<file path="src/shared/ahs_consts.svh">
// constants of the axis homing sequencer: timing counts and reset values
`ifndef AHS_CONSTS_SVH
`define AHS_CONSTS_SVH
`define AHS_CLK_PERIOD_NS 10
`define AHS_POS_W 32
`define AHS_POS_RESET 32'h0000_0000
`define AHS_ENC_RESET 32'h0000_0000
// speed selections
`define AHS_SPEED_STOP 2'h0
`define AHS_SPEED_REF1 2'h1
`define AHS_SPEED_REF2 2'h2
// mode numbers of the controller's mode field
`define AHS_MODE_W 5
`define AHS_MODE_CALIB 5'h05
`define AHS_MODE_INC_ABS 5'h06
`define AHS_MODE_AUTO 5'h08
`define AHS_MODE_AUTO_SINGLE 5'h09
`define AHS_MODE_TEACH 5'h0a
`endif

</file>
<file path="src/shared/ahs_pkg.sv">
// types of the axis homing sequencer
package ahs_pkg;
   // homing run phases
   typedef enum logic [2:0] {
      AHS_IDLE,
      AHS_AWAY,
      AHS_TOWARD,
      AHS_ARMED,
      AHS_BRAKE
   } ahs_state_t;
endpackage : ahs_pkg

</file>
<file path="src/hdl/ahs_sequencer.sv">
// axis homing sequencer: homing run and set-reference calibration
`timescale 1ns/100ps
`include "ahs_consts.svh"
module ahs_sequencer #(
   parameter int POS_W = `AHS_POS_W, // coordinate width
   parameter bit ABS_ENC = 1'b0 // 1 for the absolute encoder variant
) (
   input wire logic ref_clk_i, // module clock
   input wire logic rstn_i, // power-up reset, active low
   input wire logic [`AHS_MODE_W-1:0] mode_i, // selected operating mode
   input wire logic start_i, // start pulse from the controller
   input wire logic stop_i, // abort pulse from the controller
   input wire logic set_only_i, // 1 set without movement, 0 homing run (set without movement too if ABS_ENC)
   input wire logic md_valid_i, // error-free machine data loaded
   input wire logic ref_dir_i, // approach direction, 1 forward
   input wire logic [POS_W-1:0] ref_coord_i, // reference coordinate
   input wire logic [POS_W-1:0] offset_i, // sum of zero and tool offsets
   input wire logic [POS_W-1:0] enc_pos_i, // encoder count, scaled to travel units
   input wire logic backlash_nz_i, // backlash compensation configured
   input wire logic move_done_i, // a traverse finished (same clock)
   input wire logic backup_ok_i, // battery backup present
   input wire logic module_removed_i, // module taken out
   input wire logic prox_precontact_i, // precontact pin, active high
   input wire logic zero_marker_i, // encoder zero pulse pin
   input wire logic limit_fwd_i, // forward hardware limit pin
   input wire logic limit_rev_i, // reverse hardware limit pin
   input wire logic drive_at_rest_i, // drive reports standstill
   output logic drive_en_o, // drive moving
   output logic drive_dir_o, // 1 forward
   output logic [1:0] speed_sel_o, // stop, ref speed 1 or 2
   output logic home_set_o, // reference/home point set
   output logic soft_limit_en_o, // evaluate software limits
   output logic mode_block_o, // requested mode refused
   output logic md_error_o, // start refused for missing data
   output logic backlash_skip_o, // suppress compensation on next traverse
   output logic [POS_W-1:0] actual_pos_o // actual value incl. offsets
);
   import ahs_pkg::*;

   // ------------------------------------------------------------
   // state record
   // ------------------------------------------------------------
   typedef struct packed {
      logic [2:0] pc_sync; // precontact synchroniser
      logic [2:0] zm_sync; // marker synchroniser
      logic [2:0] lf_sync; // forward limit synchroniser
      logic [2:0] lr_sync; // reverse limit synchroniser
      logic pc_lvl; // filtered precontact
      logic zm_lvl; // filtered marker
      logic lf_lvl; // filtered forward limit
      logic lr_lvl; // filtered reverse limit
      ahs_state_t phase; // homing phase
      logic seen_pc; // precontact met on away leg
      logic home; // home point valid
      logic [POS_W-1:0] bind_enc; // encoder reading bound to home
      logic [POS_W-1:0] bind_coord; // coordinate bound to it
      logic drv_en; // drive output
      logic drv_dir; // direction output
      logic [1:0] spd; // speed output
      logic blk; // mode refused
      logic mderr; // data error
      logic bl_skip; // backlash skip
      logic [POS_W-1:0] act; // actual value
   } ahs_regs_t;

   ahs_regs_t st_reg; // registered state
   ahs_regs_t st_next; // next state

   logic lim_away; // limit in the away direction
   logic pc_rise; // precontact rising edge
   logic pc_fall; // precontact falling edge
   logic zm_rise; // marker rising edge
   logic calib_start; // calibration start taken
   logic [POS_W-1:0] pos_now; // coordinate of current encoder reading

   // ------------------------------------------------------------
   // edge detection on agreeing stages two and three
   // ------------------------------------------------------------
   always_comb begin
      // a change counts only when stages two and three agree
      pc_rise = (st_reg.pc_sync[2:1] == 2'b11) && !st_reg.pc_lvl;
      pc_fall = (st_reg.pc_sync[2:1] == 2'b00) && st_reg.pc_lvl;
      zm_rise = (st_reg.zm_sync[2:1] == 2'b11) && !st_reg.zm_lvl;
      // away travel is opposite to the reference direction
      lim_away = st_reg.drv_dir ? st_reg.lf_lvl : st_reg.lr_lvl;
      calib_start = start_i && (mode_i == `AHS_MODE_CALIB);
      // reading to coordinate, relative to the bound pair
      pos_now = st_reg.bind_coord + (enc_pos_i - st_reg.bind_enc);
   end

   // ------------------------------------------------------------
   // next-state logic
   // ------------------------------------------------------------
   always_comb begin
      st_next = st_reg;
      // synchroniser shifts; stage 0 feeds only stage 1
      st_next.pc_sync = {st_reg.pc_sync[1:0], prox_precontact_i};
      st_next.zm_sync = {st_reg.zm_sync[1:0], zero_marker_i};
      st_next.lf_sync = {st_reg.lf_sync[1:0], limit_fwd_i};
      st_next.lr_sync = {st_reg.lr_sync[1:0], limit_rev_i};
      if (st_reg.pc_sync[2] == st_reg.pc_sync[1]) begin
         st_next.pc_lvl = st_reg.pc_sync[2];
      end
      if (st_reg.zm_sync[2] == st_reg.zm_sync[1]) begin
         st_next.zm_lvl = st_reg.zm_sync[2];
      end
      if (st_reg.lf_sync[2] == st_reg.lf_sync[1]) begin
         st_next.lf_lvl = st_reg.lf_sync[2];
      end
      if (st_reg.lr_sync[2] == st_reg.lr_sync[1]) begin
         st_next.lr_lvl = st_reg.lr_sync[2];
      end
      st_next.mderr = 1'b0;
      // modes needing a home point are refused without one
      st_next.blk = start_i && !st_reg.home && ((mode_i == `AHS_MODE_INC_ABS) ||
         (mode_i == `AHS_MODE_AUTO) || (mode_i == `AHS_MODE_AUTO_SINGLE) ||
         (mode_i == `AHS_MODE_TEACH));
      // backup loss or removal forgets an absolute home
      if (ABS_ENC && (!backup_ok_i || module_removed_i)) begin
         st_next.home = 1'b0;
      end
      // first traverse after set ends the backlash skip
      if (move_done_i) begin
         st_next.bl_skip = 1'b0;
      end
      case (st_reg.phase)
         AHS_IDLE: begin
            if (calib_start && !md_valid_i) begin
               st_next.mderr = 1'b1;
            end else if (calib_start) begin
               st_next.home = 1'b0;
               if (set_only_i || ABS_ENC) begin
                  // no motion; precontact and marker ignored
                  st_next.bind_enc = enc_pos_i;
                  st_next.bind_coord = ref_coord_i;
                  st_next.home = 1'b1;
                  st_next.bl_skip = backlash_nz_i;
               end else if (st_reg.pc_lvl) begin
                  st_next.drv_en = 1'b1;
                  st_next.drv_dir = ref_dir_i;
                  st_next.spd = `AHS_SPEED_REF2;
                  st_next.phase = AHS_TOWARD;
               end else if (ref_dir_i ? st_reg.lr_lvl : st_reg.lf_lvl) begin
                  st_next.drv_en = 1'b1;
                  st_next.drv_dir = ref_dir_i;
                  st_next.spd = `AHS_SPEED_REF1;
                  st_next.phase = AHS_TOWARD;
               end else begin
                  st_next.drv_en = 1'b1;
                  st_next.drv_dir = !ref_dir_i;
                  st_next.spd = `AHS_SPEED_REF1;
                  st_next.seen_pc = 1'b0;
                  st_next.phase = AHS_AWAY;
               end
            end
         end
         AHS_AWAY: begin
            // reverse at the limit, or at precontact end
            if (pc_rise) begin
               st_next.seen_pc = 1'b1;
            end
            if (lim_away || (st_reg.seen_pc && pc_fall)) begin
               st_next.drv_dir = ref_dir_i;
               st_next.phase = AHS_TOWARD;
            end
         end
         AHS_TOWARD: begin
            if (pc_rise) begin
               st_next.spd = `AHS_SPEED_REF2;
            end
            if (pc_fall) begin
               st_next.phase = AHS_ARMED;
            end
         end
         AHS_ARMED: begin
            if (zm_rise) begin
               st_next.bind_enc = enc_pos_i;
               st_next.bind_coord = ref_coord_i;
               st_next.home = 1'b1;
               st_next.bl_skip = backlash_nz_i;
               st_next.drv_en = 1'b0;
               st_next.spd = `AHS_SPEED_STOP;
               st_next.phase = AHS_BRAKE;
            end
         end
         AHS_BRAKE: begin
            if (drive_at_rest_i) begin
               st_next.phase = AHS_IDLE;
            end
         end
         default: begin
            st_next.phase = AHS_IDLE;
         end
      endcase
      // abort of a run: stop and leave no home point
      if (stop_i && (st_reg.phase != AHS_IDLE) && (st_reg.phase != AHS_BRAKE)) begin
         st_next.home = 1'b0;
         st_next.drv_en = 1'b0;
         st_next.spd = `AHS_SPEED_STOP;
         st_next.phase = AHS_IDLE;
      end
      // actual value carries the offsets
      st_next.act = pos_now + offset_i;
   end

   // ------------------------------------------------------------
   // state register; reset is power-on
   // ------------------------------------------------------------
   always_ff @(posedge ref_clk_i or negedge rstn_i) begin
      if (!rstn_i) begin
         st_reg <= '0; // home cleared at power-on
         st_reg.phase <= AHS_IDLE;
         st_reg.bind_enc <= `AHS_ENC_RESET;
         st_reg.bind_coord <= `AHS_POS_RESET;
         st_reg.act <= `AHS_POS_RESET;
      end else begin
         st_reg <= st_next;
      end
   end

   // ------------------------------------------------------------
   // outputs straight from flops
   // ------------------------------------------------------------
   assign drive_en_o = st_reg.drv_en;
   assign drive_dir_o = st_reg.drv_dir;
   assign speed_sel_o = st_reg.spd;
   assign home_set_o = st_reg.home;
   assign soft_limit_en_o = st_reg.home;
   assign mode_block_o = st_reg.blk;
   assign md_error_o = st_reg.mderr;
   assign backlash_skip_o = st_reg.bl_skip;
   assign actual_pos_o = st_reg.act;

   // ------------------------------------------------------------
   // assertions
   // ------------------------------------------------------------
   property p_set_home;
      @(posedge ref_clk_i) disable iff (!rstn_i)
      (st_reg.phase == AHS_IDLE && calib_start && md_valid_i && set_only_i && !stop_i) |=> home_set_o;
   endproperty
   a_set_home: assert property (p_set_home) else $error("set reference did not set home");

   property p_no_data;
      @(posedge ref_clk_i) disable iff (!rstn_i)
      (calib_start && !md_valid_i && st_reg.phase == AHS_IDLE) |=> md_error_o && !drive_en_o;
   endproperty
   a_no_data: assert property (p_no_data) else $error("start accepted without machine data");

   property p_block;
      @(posedge ref_clk_i) disable iff (!rstn_i)
      (start_i && mode_i == `AHS_MODE_AUTO && !home_set_o) |=> mode_block_o;
   endproperty
   a_block: assert property (p_block) else $error("automatic mode not refused");

   property p_clear;
      @(posedge ref_clk_i) disable iff (!rstn_i)
      (st_reg.phase == AHS_IDLE && calib_start && md_valid_i && !set_only_i && !ABS_ENC) |=> !home_set_o;
   endproperty
   a_clear: assert property (p_clear) else $error("home not cleared at run start");

   property p_away;
      @(posedge ref_clk_i) disable iff (!rstn_i)
      (st_reg.phase == AHS_AWAY) |-> drive_dir_o != ref_dir_i || $past(st_reg.phase) != AHS_IDLE;
   endproperty
   a_away: assert property (p_away) else $error("away leg in wrong direction");

   property p_speed2;
      @(posedge ref_clk_i) disable iff (!rstn_i)
      (st_reg.phase == AHS_TOWARD && pc_rise && !stop_i) |=> speed_sel_o == `AHS_SPEED_REF2;
   endproperty
   a_speed2: assert property (p_speed2) else $error("speed 2 not selected");

   property p_arm;
      @(posedge ref_clk_i) disable iff (!rstn_i)
      (st_reg.phase == AHS_TOWARD && zm_rise && !pc_fall) |=> !home_set_o;
   endproperty
   a_arm: assert property (p_arm) else $error("marker taken before arming");

   property p_marker;
      @(posedge ref_clk_i) disable iff (!rstn_i)
      (st_reg.phase == AHS_ARMED && zm_rise && !stop_i) |=> home_set_o && !drive_en_o ##1
         actual_pos_o == $past(ref_coord_i, 2) + $past(offset_i) + ($past(enc_pos_i) - $past(enc_pos_i, 2));
   endproperty
   a_marker: assert property (p_marker) else $error("marker did not load coordinate");

   property p_abort;
      @(posedge ref_clk_i) disable iff (!rstn_i)
      (stop_i && (st_reg.phase == AHS_AWAY || st_reg.phase == AHS_TOWARD || st_reg.phase == AHS_ARMED))
         |=> !home_set_o && !drive_en_o;
   endproperty
   a_abort: assert property (p_abort) else $error("abort left a home point");

   // special starts: the filtered pin levels decide the first leg
   property p_start_pc;
      @(posedge ref_clk_i) disable iff (!rstn_i)
      (st_reg.phase == AHS_IDLE && calib_start && md_valid_i && !set_only_i && !ABS_ENC && st_reg.pc_lvl)
         |=> drive_en_o && drive_dir_o == $past(ref_dir_i) && speed_sel_o == `AHS_SPEED_REF2;
   endproperty
   a_start_pc: assert property (p_start_pc) else $error("start on precontact not toward at speed 2");

   property p_start_lim;
      @(posedge ref_clk_i) disable iff (!rstn_i)
      (st_reg.phase == AHS_IDLE && calib_start && md_valid_i && !set_only_i && !ABS_ENC && !st_reg.pc_lvl &&
         (ref_dir_i ? st_reg.lr_lvl : st_reg.lf_lvl)) |=> drive_en_o && drive_dir_o == $past(ref_dir_i);
   endproperty
   a_start_lim: assert property (p_start_lim) else $error("start on limit not toward reference");

   // leaving the precontact on the away leg turns the axis round
   property p_rev_pc;
      @(posedge ref_clk_i) disable iff (!rstn_i)
      (st_reg.phase == AHS_AWAY && st_reg.seen_pc && pc_fall && !stop_i)
         |=> drive_dir_o == $past(ref_dir_i) && st_reg.phase == AHS_TOWARD;
   endproperty
   a_rev_pc: assert property (p_rev_pc) else $error("no reversal at precontact end");

   property p_backlash;
      @(posedge ref_clk_i) disable iff (!rstn_i)
      (st_reg.phase == AHS_IDLE && calib_start && md_valid_i && set_only_i) |=> backlash_skip_o == $past(backlash_nz_i);
   endproperty
   a_backlash: assert property (p_backlash) else $error("backlash skip not armed by set");

   c_run: cover property (@(posedge ref_clk_i) st_reg.phase == AHS_ARMED ##[1:1000] home_set_o);
   c_set: cover property (@(posedge ref_clk_i) calib_start && set_only_i ##1 home_set_o);
   c_rev_pc: cover property (@(posedge ref_clk_i) st_reg.phase == AHS_AWAY && st_reg.seen_pc && pc_fall);
   c_start_pc: cover property (@(posedge ref_clk_i) calib_start && st_reg.pc_lvl ##1 speed_sel_o == `AHS_SPEED_REF2);
   c_abort: cover property (@(posedge ref_clk_i) stop_i && st_reg.phase == AHS_AWAY);
endmodule : ahs_sequencer

</file>
<file path="config.mk">
export PLATFORM = sky130hd
export DESIGN_NAME = ahs_sequencer
export DESIGN_NICKNAME = d
export VERILOG_FILES = /design/src/shared/ahs_pkg.sv /design/src/hdl/ahs_sequencer.sv
export VERILOG_INCLUDE_DIRS = /design/src /design/src/shared
export SDC_FILE = /design/constraint.sdc
export NUM_CORES = 1
export LEC_CHECK = 0
export ABC_AREA = 1
export BUFFER_PORTS_ARGS = -buffer_cell sky130_fd_sc_hd__clkbuf_2
export CAP_MARGIN = 20
export CORE_ASPECT_RATIO = 2
export CORE_MARGIN = 10
export CORE_UTILIZATION = 46
export CTS_CLUSTER_SIZE = 30
export DETAILED_ROUTE_END_ITERATION = 8
export PLACE_DENSITY_LB_ADDON = 0.05
export SETUP_SLACK_MARGIN = 0.5
export SLEW_MARGIN = 20
export SYNTH_ARGS = -nofsm -noshare
export SYNTH_HDL_FRONTEND = slang
export SYNTH_SLANG_ARGS = --single-unit
</file>
<file path="constraint.sdc">
create_clock -name ref_clk_i -period 3.72 [get_ports ref_clk_i]
set_input_delay 0.93 -clock ref_clk_i [delete_from_list [all_inputs] [get_ports ref_clk_i]]
set_output_delay 0.93 -clock ref_clk_i [all_outputs]
set_load 0.005 [all_outputs]
</file>
==> metrics.yaml <==
fp.dieH_microns: 217
drc: 0
drtIter0Drc: 280
grt_max_degree: 66
avgSynthCellArea_sq_um: 7.71
io_buffers: 155
post_drt_wl_per_cell_microns: 15.1
yosys_register_bits: 124
start_util_pct: 46.5
syn-instance-count: 1164
largest_register_ffs: 76
setup_violations: 0
drv_cap: 0
n_fill_cell: 1966
grt_remaining_overflow: 0
min_period_ns: 3.10
critPathLaunchType: "primary input"
die-area_sq_mm: 0.0258
tightest_slew_ns: 0.771
rows: 72
drt-pass1-iter-count: 4
cts_sinks: 124
fin_skew_ns: 0.00747
rsz0062_at_grt: "yes"
seq_area_frac_synth_pct: 34.6
hpwlAfterDp_microns: 19400
root_buffer: "clkbuf_16"
final_nets: 1508
hold_viol: 0
routed_via_density: 4.68
clockBufferDepth: 2
cp_max_fo: 3
area_delta_synth_final_pct: 17.4
relSlewSlack_pct: 48.6
ys_types: 32
clock_latency_ns: 0.43
grt_pass1_wl_microns: 39200
num_vias: 7337
fin_tns_setup_ns: 0
core_sq_mm: 0.0193
cts_tree: "built"
endpoint_kind: "flop"
clkTransAtPathRegs_ns: 0.06
place.gp.congestion: 0.900
syn_area_sq_mm: 0.00897
antenna_found_initial: 0
hold_class: "reg -> reg"
layout-drive-gt1-share_pct: 19.6
status: "finished, final reports clean"
post-route-period-util_pct: 83.5
wirelength_microns: 23700
slew_violations: 0
fmax_mhz: 322
grt_pass1_vias: 7976
antenna_left: 0
critical_path_required_ns: 4.01
ioPinCount: 158
synth_nets: 1377
grtUsageTotal_pct: 19.4
critPathKind: "in -> reg"
die_w_microns: 119
antenna_cells: 0
cts_buffers: 17
critPathArrivalTime_ns: 3.40
yosys_warnings: 0
htreeDepth: 4
[path summary, 6_finish.rpt]
kind,endpoint,slack (ns),from,cells after the start
max in group asynchronous,st_reg[67]$_DFFE_PN0P_,2.44,rstn_i,2
setup / recovery,actual_pos_o[27]$_DFF_PN0_,0.62,enc_pos_i[2],14
setup reg to reg,actual_pos_o[27]$_DFF_PN0_,0.90,st_reg[72]$_DFFE_PN0P_,16
hold / removal,st_next[120]$_DFF_PN0_,0.35,st_next[119]$_DFF_PN0_,0
min in group asynchronous,mode_block_o$_DFF_PN0_,0.44,rstn_i,1
hold reg to reg,st_next[120]$_DFF_PN0_,0.35,st_next[119]$_DFF_PN0_,0
[what timing repair did]
action	in CTS	in global routing
setup buffers	0	5
resized for setup	1	34
pin swaps	0	5
endpoints found under the setup margin	1	17
hold buffers	0	0
[cells in the final DEF (no fill, tap or decap), types with 3 or more instances in the layout]
cell type,n
clkbuf_2,154
buf_12,4
ha_2,9
nand3_1,95
inv_1,302
a21oi_2,3
nor2_2,8
clkinv_4,3
xor2_1,16
buf_4,10
dfrtp_1,124
o21bai_1,3
nand2_1,259
nand4_1,4
inv_2,8
a21oi_1,18
fa_1,60
o21ai_0,33
clkbuf_16,17
nor3_1,7
nand2_2,11
clkinvlp_4,4
xnor2_1,4
ha_1,23
clkinv_2,5
nor2_1,53
o21ai_1,45
nand3_2,6
[critical path: stages]
cell	delay (ns)
clkbuf_2	0.10
fa_1	0.57
inv_2	0.05
fa_2	0.48
buf_4	0.16
fa_2	0.40
inv_2	0.08
nand2_1	0.06
nand3_2	0.11
nand2_1	0.06
nand2_1	0.12
nand2_1	0.09
nand3_1	0.08
nand2_1	0.10
[final cells by class]
| cell class | count | area (sq um) | share of cell area, % |
|---|---|---|---|
| Multi-Input combinational cell | 674 | 4440 | 42.1 |
| Sequential cell | 124 | 3100 | 29.5 |
| Inverter | 310 | 1160 | 11.1 |
| Timing Repair Buffer | 168 | 926 | 8.79 |
| Clock buffer | 17 | 425 | 4.04 |
| Tap cell | 259 | 324 | 3.08 |
| Clock inverter | 15 | 150 | 1.43 |
[metal layers]
metal | vias to the layer above | wire, microns | track usage (%)
met2 | 140 | 14200 | 39.5
met4 | 0 | 986 | 9.90
met1 | 3455 | 7780 | 17.2
li1 | 3693 | - | -
met5 | - | 0 | 0
met3 | 49 | 723 | 3.37
[cells by family after synthesis]
kind of cell / count (synthesis) / share of synthesized area, %
AND/OR/NAND/NOR: 450 / 20.8
buffers and inverters: 366 / 17.6
flip-flops: 124 / 34.6
AO/OA/AOI/OAI: 106 / 6.26
adder cells (fa/ha/maj): 98 / 18.8
XOR/XNOR: 20 / 1.95
[metrics by stage]
| stage | setup WS (ns) | instance area [sq um] | instances | utilization, % | hold WS (ns) |
|---|---|---|---|---|---|
| floorplan | 0.496 | 9010 | 1164 | - | 0.331 |
| global placement | 0.0449 | 9810 | 1530 | 50.9 | 0.334 |
| finish | 0.615 | 10500 | 1567 | 54.6 | 0.351 |
| detailed placement | 0.0378 | 9810 | 1530 | 50.9 | 0.336 |
| CTS | 0.515 | 10400 | 1562 | 53.9 | 0.354 |
| global route | 0.464 | 10500 | 1567 | 54.6 | 0.362 |
[synthesized netlist by cell type]
master	instances	share of area [%]
xnor2_1	4	0.39
xor2_1	16	1.6
a211oi_1	1	0.084
nor2_4	1	0.13
o211ai_1	1	0.084
nand3_2	1	0.11
nand3b_1	1	0.084
buf_6	8	1.0
a21oi_1	21	1.2
o21ai_1	45	2.5
nand4_1	4	0.28
fa_1	62	14
o22ai_4	1	0.22
nand2_1	268	11
o21ai_0	33	1.8
nand3_1	101	5.6
nand2_2	2	0.14
clkbuf_1	4	0.17
nor2_1	60	2.5
buf_2	9	0.50
buf_4	35	2.9
o21ai_2	1	0.098
ha_1	34	4.7
nor3_1	8	0.45
nand2b_1	1	0.070
inv_2	4	0.17
o21bai_1	3	0.25
maj3_1	2	0.22
or2_2	2	0.14
nor2_2	1	0.070
dfrtp_1	124	35
inv_1	306	13
Power is not shown: default switching activity piles up to over one toggle a cycle in this logic, so the estimate is an artifact.
